==> config.mk <==
export PLATFORM = sky130hd
export DESIGN_NAME = smpc_core
export DESIGN_NICKNAME = d
export VERILOG_FILES = /design/src/core/smpc_pkg.sv /design/src/core/smpc_sync.sv /design/src/core/smpc_delay.sv /design/src/core/smpc_core.sv
export SDC_FILE = /design/constraint.sdc
export NUM_CORES = 1
export LEC_CHECK = 0
export BUFFER_PORTS_ARGS = -buffer_cell sky130_fd_sc_hd__buf_2
export CORE_UTILIZATION = 40
export DETAILED_ROUTE_END_ITERATION = 7
export GPL_TIMING_DRIVEN = 0
export PLACE_DENSITY = 0.78
export SLEW_MARGIN = 10
export SYNTH_ARGS = -nofsm -noshare
export SYNTH_HDL_FRONTEND = slang
export SYNTH_HIERARCHICAL = 1
export SYNTH_SLANG_ARGS = --single-unit
==> constraint.sdc <==
create_clock -name clk -period 2.2 [get_ports clk]
set_input_delay 0.11 -clock clk [delete_from_list [all_inputs] [get_ports clk]]
set_output_delay 0.11 -clock clk [all_outputs]
set_load 0.02 [all_outputs]
==> src/core/smpc_pkg.sv <==
// Purpose: Shared constants for the sleep mode power controller.
// Assumes: One 10 MHz system clock; module indices fixed below.
// Notes:   Start-up times are plain defaults, to be tuned per board.

package smpc_pkg;

    // ------------------------------------------------------------
    // Clock and module map
    // ------------------------------------------------------------
    localparam int CLK_PERIOD_NS = 100;
    localparam int NUM_MOD       = 8;
    localparam int GPIO_W        = 16;

    // Module slots behind each clock enable
    localparam int MOD_CHANGE = 0;  // Input-change detection pins
    localparam int MOD_WDOG   = 1;  // watchdog_counter
    localparam int MOD_CONV   = 2;  // Analog converter
    localparam int MOD_SERIAL = 3;  // Serial port
    localparam int MOD_CAL    = 4;  // calendar_clock_module
    localparam int MOD_TIMER  = 5;  // first_general_timer
    localparam int MOD_CAPT   = 6;  // Input capture, external clock
    localparam int MOD_OTHER  = 7;  // System-clocked peripheral

    // Slots that may run and wake the part while asleep
    localparam logic [NUM_MOD-1:0] WAKE_MASK_DEF = 8'h7F;

    // ------------------------------------------------------------
    // Oscillator select and start-up times
    // ------------------------------------------------------------
    typedef enum logic [1:0] {
        SMPC_OSC_FAST_RC = 2'h0,
        SMPC_OSC_PRIMARY = 2'h1,
        SMPC_OSC_SECOND  = 2'h2,
        SMPC_OSC_LOW_RC  = 2'h3
    } smpc_osc_t;

    localparam int FAST_RC_START_NS = 200;
    localparam int PRIMARY_START_NS = 2000;
    localparam int SECOND_START_NS  = 3000;
    localparam int LOW_RC_START_NS  = 500;

    // Least times round up to whole cycles
    localparam int FAST_RC_START_CYC =
        (FAST_RC_START_NS + CLK_PERIOD_NS - 1) / CLK_PERIOD_NS;
    localparam int PRIMARY_START_CYC =
        (PRIMARY_START_NS + CLK_PERIOD_NS - 1) / CLK_PERIOD_NS;
    localparam int SECOND_START_CYC =
        (SECOND_START_NS + CLK_PERIOD_NS - 1) / CLK_PERIOD_NS;
    localparam int LOW_RC_START_CYC =
        (LOW_RC_START_NS + CLK_PERIOD_NS - 1) / CLK_PERIOD_NS;

    localparam int START_CNT_W = 8;

    // ------------------------------------------------------------
    // Controller states
    // ------------------------------------------------------------
    typedef enum logic [2:0] {
        SMPC_ST_RUN   = 3'h1,
        SMPC_ST_SLEEP = 3'h2,
        SMPC_ST_WAKE  = 3'h4
    } smpc_state_t;

    // Reset values
    localparam logic [NUM_MOD-1:0] DIS_RST  = 8'h00;
    localparam logic [1:0]         OSC_RST  = 2'h0;

endpackage

==> src/core/smpc_sync.sv <==
// Purpose: Two-flop synchroniser for levels from other domains.
// Assumes: Each bit is an independent slow level or stretched event.
// Notes:   First stage feeds only the second stage.

module smpc_sync #(
    parameter int WIDTH = 1
) (
    // Clock and reset
    input  wire logic             clk,
    input  wire logic             arst_n,
    // Data
    input  wire logic [WIDTH-1:0] async_in,
    output logic      [WIDTH-1:0] sync_out
);

    logic [WIDTH-1:0] meta_q;
    logic [WIDTH-1:0] sync_q;

    generate
        if (WIDTH < 1) begin : g_chk
            $error("smpc_sync: WIDTH must be at least 1");
        end
    endgenerate

    // Two stages; metastability settles in the first
    always_ff @(posedge clk or negedge arst_n) begin
        if (!arst_n) begin
            meta_q <= '0;
            sync_q <= '0;
        end else begin
            meta_q <= async_in;
            sync_q <= meta_q;
        end
    end

    assign sync_out = sync_q;

endmodule

==> src/core/smpc_delay.sv <==
// Purpose: Down counter timing the oscillator start-up on wake.
// Assumes: start is a one-cycle pulse; load is at least one.
// Notes:   done is high whenever the counter is idle at zero.

module smpc_delay #(
    parameter int CW = 8
) (
    // Clock and reset
    input  wire logic          clk,
    input  wire logic          arst_n,
    // Control
    input  wire logic          start,
    input  wire logic [CW-1:0] load,
    output logic               done
);

    logic [CW-1:0] cnt_q;
    logic [CW-1:0] cnt_d;
    logic          zero;

    generate
        if (CW < 2) begin : g_chk
            $error("smpc_delay: CW must be at least 2");
        end
    endgenerate

    // Load on start, else count down to zero and hold
    assign zero  = (cnt_q == '0);
    assign cnt_d = start ? load : (zero ? cnt_q : cnt_q - 1'b1);
    assign done  = zero;

    always_ff @(posedge clk or negedge arst_n) begin
        if (!arst_n) begin
            cnt_q <= '0;
        end else begin
            cnt_q <= cnt_d;
        end
    end

endmodule

==> src/core/smpc_core.sv <==
// Purpose: Sleep mode power controller: entry, hold and wake sequence.
// Assumes: sleep_req and software controls come from this clock domain;
//          wake events and the brown-out trip arrive asynchronously.
// Notes:   Clock enables are levels for the clock gates of each slot.

// Operation
// - Sleep entry halts the core and gates every slot not able to wake.
// - In sleep the system oscillator stops unless bus scaling holds it.
// - Wake waits a start-up delay chosen by the selected oscillator.
// - The clock failure monitor is held off for the whole sleep stay.
// - An enabled brown-out detector stays live and acts while asleep.
// - Entering sleep never clears the watchdog count by itself.
// - Change pins, watchdog, converter, serial and slow-clocked slots run.
// - An event from a running wake-capable slot returns the part to run.
// - General pins keep their output levels and drive during sleep.
// - Software can disable each slot before entry and it stays off.
module smpc_core
    import smpc_pkg::*;
#(
    parameter int                  N_MOD     = NUM_MOD,
    parameter int                  PIN_W     = GPIO_W,
    parameter logic [NUM_MOD-1:0]  WAKE_MASK = WAKE_MASK_DEF
) (
    // Clock and reset
    input  wire logic             clk,
    input  wire logic             arst_n,
    // Core request and software controls
    input  wire logic             sleep_req,
    input  wire logic [N_MOD-1:0] mod_disable,
    input  wire logic [1:0]       osc_sel,
    input  wire logic             pb_keep_clk,
    input  wire logic             bor_en,
    input  wire logic             wdt_en,
    input  wire logic             wdt_clear_req,
    // Events from the slots and the supply
    input  wire logic [N_MOD-1:0] wake_evt,
    input  wire logic             bor_trip,
    // General pin levels from the port logic
    input  wire logic [PIN_W-1:0] gpio_level,
    input  wire logic [PIN_W-1:0] gpio_drive,
    // Power and clock controls
    output logic                  cpu_halt,
    output logic                  in_sleep,
    output logic                  sysclk_src_en,
    output logic                  clock_failure_monitor_en,
    output logic [N_MOD-1:0]      periph_clk_en,
    // Watchdog and brown-out
    output logic                  wdt_run,
    output logic                  wdt_clear,
    output logic                  bor_reset,
    output logic                  wake_pulse,
    // Pin outputs
    output logic [PIN_W-1:0]      gpio_pin_out,
    output logic [PIN_W-1:0]      gpio_pin_oe
);

    // ------------------------------------------------------------
    // Parameter checks
    // ------------------------------------------------------------
    generate
        if (N_MOD != NUM_MOD) begin : g_chk_mod
            $error("smpc_core: N_MOD must match the slot map");
        end
        if (PIN_W < 1) begin : g_chk_pin
            $error("smpc_core: PIN_W must be at least 1");
        end
        // Counter must hold every start-up count and never load zero
        if ((FAST_RC_START_CYC < 1) || (LOW_RC_START_CYC < 1)
            || (PRIMARY_START_CYC >= 2**START_CNT_W)
            || (SECOND_START_CYC >= 2**START_CNT_W)) begin : g_chk_cnt
            $error("smpc_core: start-up counts do not fit the counter");
        end
    endgenerate

    // ------------------------------------------------------------
    // Declarations
    // ------------------------------------------------------------
    smpc_state_t            state_q;
    smpc_state_t            state_d;
    logic [N_MOD-1:0]       dis_q;
    logic [1:0]             osc_q;
    logic                   bor_reset_q;
    logic                   wdt_clear_q;
    logic                   wake_pulse_q;
    logic [PIN_W-1:0]       pin_out_q;
    logic [PIN_W-1:0]       pin_oe_q;
    logic [N_MOD-1:0]       wake_sync;
    logic                   bor_sync;
    logic                   st_run;
    logic                   st_sleep;
    logic                   st_wake;
    logic                   enter;
    logic [N_MOD-1:0]       wake_live;
    logic                   wake_hit;
    logic                   dly_done;
    logic [START_CNT_W-1:0] start_load;
    logic [N_MOD-1:0]       run_en;

    // ------------------------------------------------------------
    // Input crossings
    // ------------------------------------------------------------
    // Slot events may come from external or low-power clocks
    smpc_sync #(
        .WIDTH    (N_MOD)
    ) u_wake_sync (
        .clk      (clk),
        .arst_n   (arst_n),
        .async_in (wake_evt),
        .sync_out (wake_sync)
    );

    // Brown-out comparator is analog and asynchronous
    smpc_sync #(
        .WIDTH    (1)
    ) u_bor_sync (
        .clk      (clk),
        .arst_n   (arst_n),
        .async_in (bor_trip),
        .sync_out (bor_sync)
    );

    // ------------------------------------------------------------
    // State decode
    // ------------------------------------------------------------
    assign st_run   = (state_q == SMPC_ST_RUN);
    assign st_sleep = (state_q == SMPC_ST_SLEEP);
    assign st_wake  = (state_q == SMPC_ST_WAKE);
    assign enter    = st_run && sleep_req;

    // Only slots that keep running and are not disabled may wake
    assign wake_live = wake_sync & WAKE_MASK & ~dis_q;
    assign wake_hit  = st_sleep && (wake_live != '0);

    // ------------------------------------------------------------
    // Start-up delay per oscillator
    // ------------------------------------------------------------
    // Selected source is frozen at entry so a late change cannot
    // shorten the wait of the running wake sequence
    assign start_load =
        (osc_q == SMPC_OSC_PRIMARY) ? START_CNT_W'(PRIMARY_START_CYC) :
        (osc_q == SMPC_OSC_SECOND)  ? START_CNT_W'(SECOND_START_CYC)  :
        (osc_q == SMPC_OSC_LOW_RC)  ? START_CNT_W'(LOW_RC_START_CYC)  :
                                      START_CNT_W'(FAST_RC_START_CYC);

    smpc_delay #(
        .CW     (START_CNT_W)
    ) u_delay (
        .clk    (clk),
        .arst_n (arst_n),
        .start  (wake_hit),
        .load   (start_load),
        .done   (dly_done)
    );

    // ------------------------------------------------------------
    // Sequencer
    // ------------------------------------------------------------
    // Next state: run, sleep, then oscillator start-up on wake
    always_comb begin
        state_d = state_q;
        unique case (state_q)
            SMPC_ST_RUN: begin
                if (sleep_req) begin
                    state_d = SMPC_ST_SLEEP;
                end
            end
            SMPC_ST_SLEEP: begin
                if (wake_hit) begin
                    state_d = SMPC_ST_WAKE;
                end
            end
            SMPC_ST_WAKE: begin
                if (dly_done) begin
                    state_d = SMPC_ST_RUN;
                end
            end
            default: begin
                state_d = SMPC_ST_RUN;
            end
        endcase
    end

    always_ff @(posedge clk or negedge arst_n) begin
        if (!arst_n) begin
            state_q <= SMPC_ST_RUN;
        end else begin
            state_q <= state_d;
        end
    end

    // ------------------------------------------------------------
    // Software settings captured while running
    // ------------------------------------------------------------
    // Disables follow software in run and are frozen while asleep,
    // since no code runs there to change them
    always_ff @(posedge clk or negedge arst_n) begin
        if (!arst_n) begin
            dis_q <= DIS_RST;
            osc_q <= OSC_RST;
        end else if (st_run) begin
            dis_q <= mod_disable;
            osc_q <= osc_sel;
        end
    end

    // ------------------------------------------------------------
    // Clock and power controls
    // ------------------------------------------------------------
    // Core is held through sleep and the whole start-up wait
    assign cpu_halt = !st_run;
    assign in_sleep = st_sleep;

    // Oscillator restarts as soon as the wake sequence begins
    assign sysclk_src_en = st_run || st_wake || pb_keep_clk;

    // Monitor would flag the stopped oscillator as a failure
    assign clock_failure_monitor_en = st_run;

    // Per-slot enables: all enabled slots run in run; in sleep and wake only wake slots
    genvar gi;
    generate
        for (gi = 0; gi < N_MOD; gi++) begin : g_slot
            assign run_en[gi] = st_run || WAKE_MASK[gi];
            assign periph_clk_en[gi] = run_en[gi] && !dis_q[gi];
        end
    endgenerate

    // ------------------------------------------------------------
    // Watchdog, brown-out and wake report
    // ------------------------------------------------------------
    // Watchdog keeps counting in sleep; only software clears it
    assign wdt_run = wdt_en && !dis_q[MOD_WDOG];

    always_ff @(posedge clk or negedge arst_n) begin
        if (!arst_n) begin
            wdt_clear_q  <= 1'b0;
            bor_reset_q  <= 1'b0;
            wake_pulse_q <= 1'b0;
        end else begin
            wdt_clear_q  <= wdt_clear_req && st_run && !sleep_req;
            bor_reset_q  <= bor_en && bor_sync;
            wake_pulse_q <= wake_hit;
        end
    end

    assign wdt_clear  = wdt_clear_q;
    assign bor_reset  = bor_reset_q;
    assign wake_pulse = wake_pulse_q;

    // ------------------------------------------------------------
    // General pins
    // ------------------------------------------------------------
    // Port logic state is retained, so pins pass through one register stage in
    // every state; nothing here forces them low or off in sleep
    always_ff @(posedge clk or negedge arst_n) begin
        if (!arst_n) begin
            pin_out_q <= '0;
            pin_oe_q  <= '0;
        end else begin
            pin_out_q <= gpio_level;
            pin_oe_q  <= gpio_drive;
        end
    end

    assign gpio_pin_out = pin_out_q;
    assign gpio_pin_oe  = pin_oe_q;

    // ------------------------------------------------------------
    // Assertions
    // ------------------------------------------------------------
    localparam int WAKE_MAX = 40;
endmodule

# Word-level counts from Yosys, hierarchy flattened
# Cells that the tools add are included.
# classes
addsub	1
mul	0
div	0
n_lt_le_gt_ge	0
eq_ne	10
shifts	0
n_mux	9
bitwise	2
reduce_logical	21
# op_table
operator	count
$mux 8	2
$mux 3	4
$logic_not 1->1	10
$mux 5	2
$pmux 3 s3	1
$and 7x8->8	1
$logic_not 8->1	1
$not 8->8	1
$reduce_bool 8->1	1
$sub 8x1->8 const B	1
$logic_and 1x1->1	6
$ne 2x1->1 const B	3
$eq 2x2->1 const B	2
$eq 3x1->1 const B	1
$eq 3x2->1 const B	1
$eq 3x3->1 const B	1
$reduce_and 3->1	1
$eq 2x1->1 const B	1
$logic_or 1x1->1	2
$ne 2x2->1 const B	1
# totals
ff_bits	72
latchBits	0
mem_bits_rw	0
mem_bits_ro	0
input_bits	58
output_inout_bits	48
word_cells	56
memories	0

# Depth between registers and ports, before layout
# depth
depth_word	6
depth_mapped	8
ltp_nobuf	7

# Cells and area by module
# Netlist, hierarchy kept.
# by_module_without_submodules
module	instances	cells_per_inst	area_each_um2	seq_area_each_um2
smpc_core	1	107	1534.0	1202.4
smpc_delay	1	59	539.3	200.2
smpc_sync at u_wake_sync	1	16	400.4	400.4
smpc_sync at u_bor_sync	1	2	50.0	50.0

# Worst setup path after synthesis
# Ideal clock, no wire load.
# synth_timing
kind	register to register
from	reg dis_q[2]
to	reg u_delay.cnt_q[0]
setup_time_ns	0.135
t_arrival_ns	1.611
t_required_ns	2.065
path_slack_ns	0.455
stages_incl_launch_ff	8
n_path_buf	2
synth_period_minus_slack_ns	1.745
path_cell_list	dfrtp_1 > inv_1 > a22oi_1 > and3_1 > nor2_1 > clkbuf_1 > clkbuf_1 > o31ai_1
# synth_between
elab_chain_cells	5
word_cells_on_any_way	6
classes_between	eq/ne (1); mux (1); bitwise (2); reduce/logical (2)
# synth_rtl
item	line	rtl
start, declared	smpc_core.sv:80	logic [N_MOD-1:0] dis_q;
start signal, assigned	smpc_core.sv:201	dis_q <= mod_disable;
$not 8->8 (*)	smpc_core.sv:131	assign wake_live = wake_sync & WAKE_MASK & ~dis_q;
$and 7x8->8 (*)	smpc_core.sv:131	
$reduce_bool 8->1 (*)	smpc_core.sv:132	assign wake_hit = st_sleep && (wake_live != '0);
$logic_and 1x1->1 (*)	smpc_core.sv:132	
net wake_hit	smpc_core.sv:94	logic wake_hit;
$ne 2x1->1 (no source line) or $mux 8 (tied branches)	-	
end signal, assigned	smpc_delay.sv:36	cnt_q <= cnt_d;
end, declared	smpc_delay.sv:17	logic [CW-1:0] cnt_q;
# The timed path passes the listed nets; every way through them passes the cells marked *.
# A chain may end at the register's enable or synchronous reset.

# Worst setup path in the final report
# layout_timing
from	reg state_q[2]
to	reg u_delay.cnt_q[4]
# layout_between
elab_chain_cells	3
word_cells_on_any_way	4
classes_between	eq/ne (2); mux (1); reduce/logical (1)
# layout_rtl
item	line	rtl
start, declared	smpc_core.sv:78	smpc_state_t state_q;
start signal, assigned	smpc_core.sv:187	state_q <= state_d;
$eq 3x2->1 (*)	smpc_core.sv:126	assign st_sleep = (state_q == SMPC_ST_SLEEP);
$logic_and 1x1->1 (*)	smpc_core.sv:132	
net wake_hit	smpc_core.sv:94	
$ne 2x1->1 (no source line) or $mux 8 (tied branches)	-	
# Marks and branches as above.

==> results by group <==
Status
  – Status: finished clean

Final layout
  – Final non-filler cell total: 431
  – Post-layout util: 65.11%
  – ANT cells: 0
  – Layout cells sized above 1: 37.64%
  – Area growth syn-to-layout: 56.75%
  – Final-stage net count: 414

Synthesis
  – Synth Cell Area: 2474 sq um
  – Synth warnings: 6
  – Mean Syn Cell Area: 13.59 sq um
  – Synth Instances: 182

Clocking
  – Inserted Clock Buffers: 9
  – Clk pin slew, worst setup/hold paths: 80 ps
  – Clk Latency, worst-skew pair: 340 ps
  – CTS tree: done
  – H-tree depth: 3
  – Clk buf depth: 2
  – Clock sinks: 72
  – Clock root buffer: clkbuf_8

Global route
  – First-pass GRT wire length: 9653 microns
  – GRT Residual Overflow: 0
  – Antenna violations before repair: 0
  – Vias in the first global route: 2101
  – Pin count of the biggest net entering global routing: 48
  – GRT Util Overall: 20.68%

Routing
  – Vias post-DR: 1980
  – DRC violations left: 0
  – DR WL/cell: 13.68 microns
  – Antenna viol nets, final: 0
  – Drt first-iter violations: 98
  – Total Routed Length: 5896 microns
  – DRT Pass-1 Iters: 4
  – Vias per Instance: 4.594

STA
  – Final Max Tran Viols: 0
  – Clk_skew: 8.155 ps
  – Fmax: 510.4 MHz
  – RSZ-0062 raised after global routing: false
  – Count of final hold-check violations: 0
  – Final period util: 89.06%
  – Final setup TNS: 0 ps
  – Setup violators final: 0
  – Final worst path period need: 1959 ps

Worst setup path
  – Worst-path fanout max: 10
  – Worst Path Arrival: 2200 ps
  – Cells along the critical path: or3b_1 -> nor2_1 -> clkbuf_1 -> clkbuf_2 -> nand2_1 -> o31ai_1
  – CP top delay family: simple AND/OR/NAND/NOR gates
  – Element type at the critical path start: flop
  – CP max stage delay: 420 ps
  – CP endpoint kind: flop
  – CP Buf/Inv Count: 2
  – Worst EP required: 2440 ps
  – Crit Path Class: flop to flop
  – Critical path's slowest cell: dfrtp_1

Power and ir drop
  – LEAKAGE: 1.903 nW
  – Power Dens Cells: 1121 nW/um^2
  – Worst vdd ir: 0.7279 mV
  – Total power: 0.004349 W

Placement
  – Port Buffers: 104
  – Placer Congestion: 0.8231
  – Inst Count DP: 364
  – DP HPWL: 3362 microns

Die
  – Rows: 28
  – Top Ports: 106
  – Die width: 80.64 microns
  – Die height: 80.64 microns
  – Core area: 5956 sq um
  – Die ar.: 6503 sq um
  – Initial Util: 41.53%

Worst hold path
  – Min-Delay Path Class: input port to flop

Flow run
  – Max cap viols: 0
timing repair:
item / CTS / global route
endpoints found under the setup margin: 0 / 4
gates resized for setup: 0 / 2
hold endpoints to repair: 76 / 0
hold buffers: 51 / 0
setup buffers: 0 / 0
layout by cell type, fill, tap and decap left out, drive strengths merged, types with 3 or more instances in the layout:
cell type and count:
dlygate4sd3 51, o21ai 9, ha 5, a21oi 3, inv 18, clkbuf 14
o31ai 4, buf 107, nand2 19, dfrtp 71, nor2 8, nor3b 3
conb 3, xnor2 3, nor3 7
layout make-up:
| type | count | area, sq um |
|---|---|---|
| fillers | 443 | 2078 |
| repair buffers | 156 | 1061 |
| plain buffers | 4 | 18.77 |
| well taps | 75 | 93.84 |
| flip-flops and latches | 72 | 1803 |
| multi-input cells | 90 | 593.1 |
| clock inverters | 4 | 75.07 |
| clock buffers | 12 | 165.2 |
| inverters | 18 | 67.56 |
registers in the layout (all words and copies together), names as in the netlist, 2 cells and up:
name / count
gpio_pin_oe: 16
gpio_pin_out: 16
dis_q: 8
u_delay/cnt_q: 8
u_wake_sync/meta_q: 7
u_wake_sync/sync_out: 7
state_q: 3
osc_q: 2
per-layer routing:
metal	part of all wire [%]	vias to the layer above	GRT usage, %
li1	-	945	-
met1	39	951	23.04
met2	53	68	34.92
met3	5.7	16	8.182
met4	2.4	0	8.750
met5	0	-	0
stage by stage:
step / hold slack, ps / worst slack, ps / cell area [sq um]
after detailed placement: 48.13 / 168.4 / 3126
after global routing: 4.740 / 84.32 / 3877
after CTS: 8.860 / 113.7 / 3876
after floorplan: -185.6 / 454.6 / 2481
after global placement: 218.5 / 217.2 / 3095
final: 2.634 / 240.7 / 3877
tightest hold or removal path, stage by stage:
cell	delay (ps)
buf_2	80
nand2_1	40
o21ai_0	70
final timing paths:
check | end | start | slack, ps | depth (start not counted)
worst max-delay path | u_delay/cnt_q[4]$_DFFE_PN0P_ | state_q[2]$_DFFE_PN0P_ | 240 | 6
worst max register to register | u_delay/cnt_q[4]$_DFFE_PN0P_ | state_q[2]$_DFFE_PN0P_ | 240 | 6
max in group asynchronous | state_q[0]$_DFFE_PN1P_ | arst_n | 1380 | 3
worst min-delay path | dis_q[6]$_DFFE_PN0P_ | mod_disable[6] | 3 | 3
worst min register to register | u_wake_sync/sync_out[4]$_DFF_PN0_ | u_wake_sync/meta_q[4]$_DFF_PN0_ | 350 | 0
min in group asynchronous | gpio_pin_oe[2]$_DFF_PN0_ | arst_n | 220 | 2
power breakdown:
group	internal (W)	switching [W]	leakage, nW
Combinational	0.000542	0.000818	0.935
Sequential	0.00158	0.000196	0.853
Clock	0.000731	0.000483	0.115
Total	0.00285	0.00150	1.90
(Power assumes the default switching activity.)
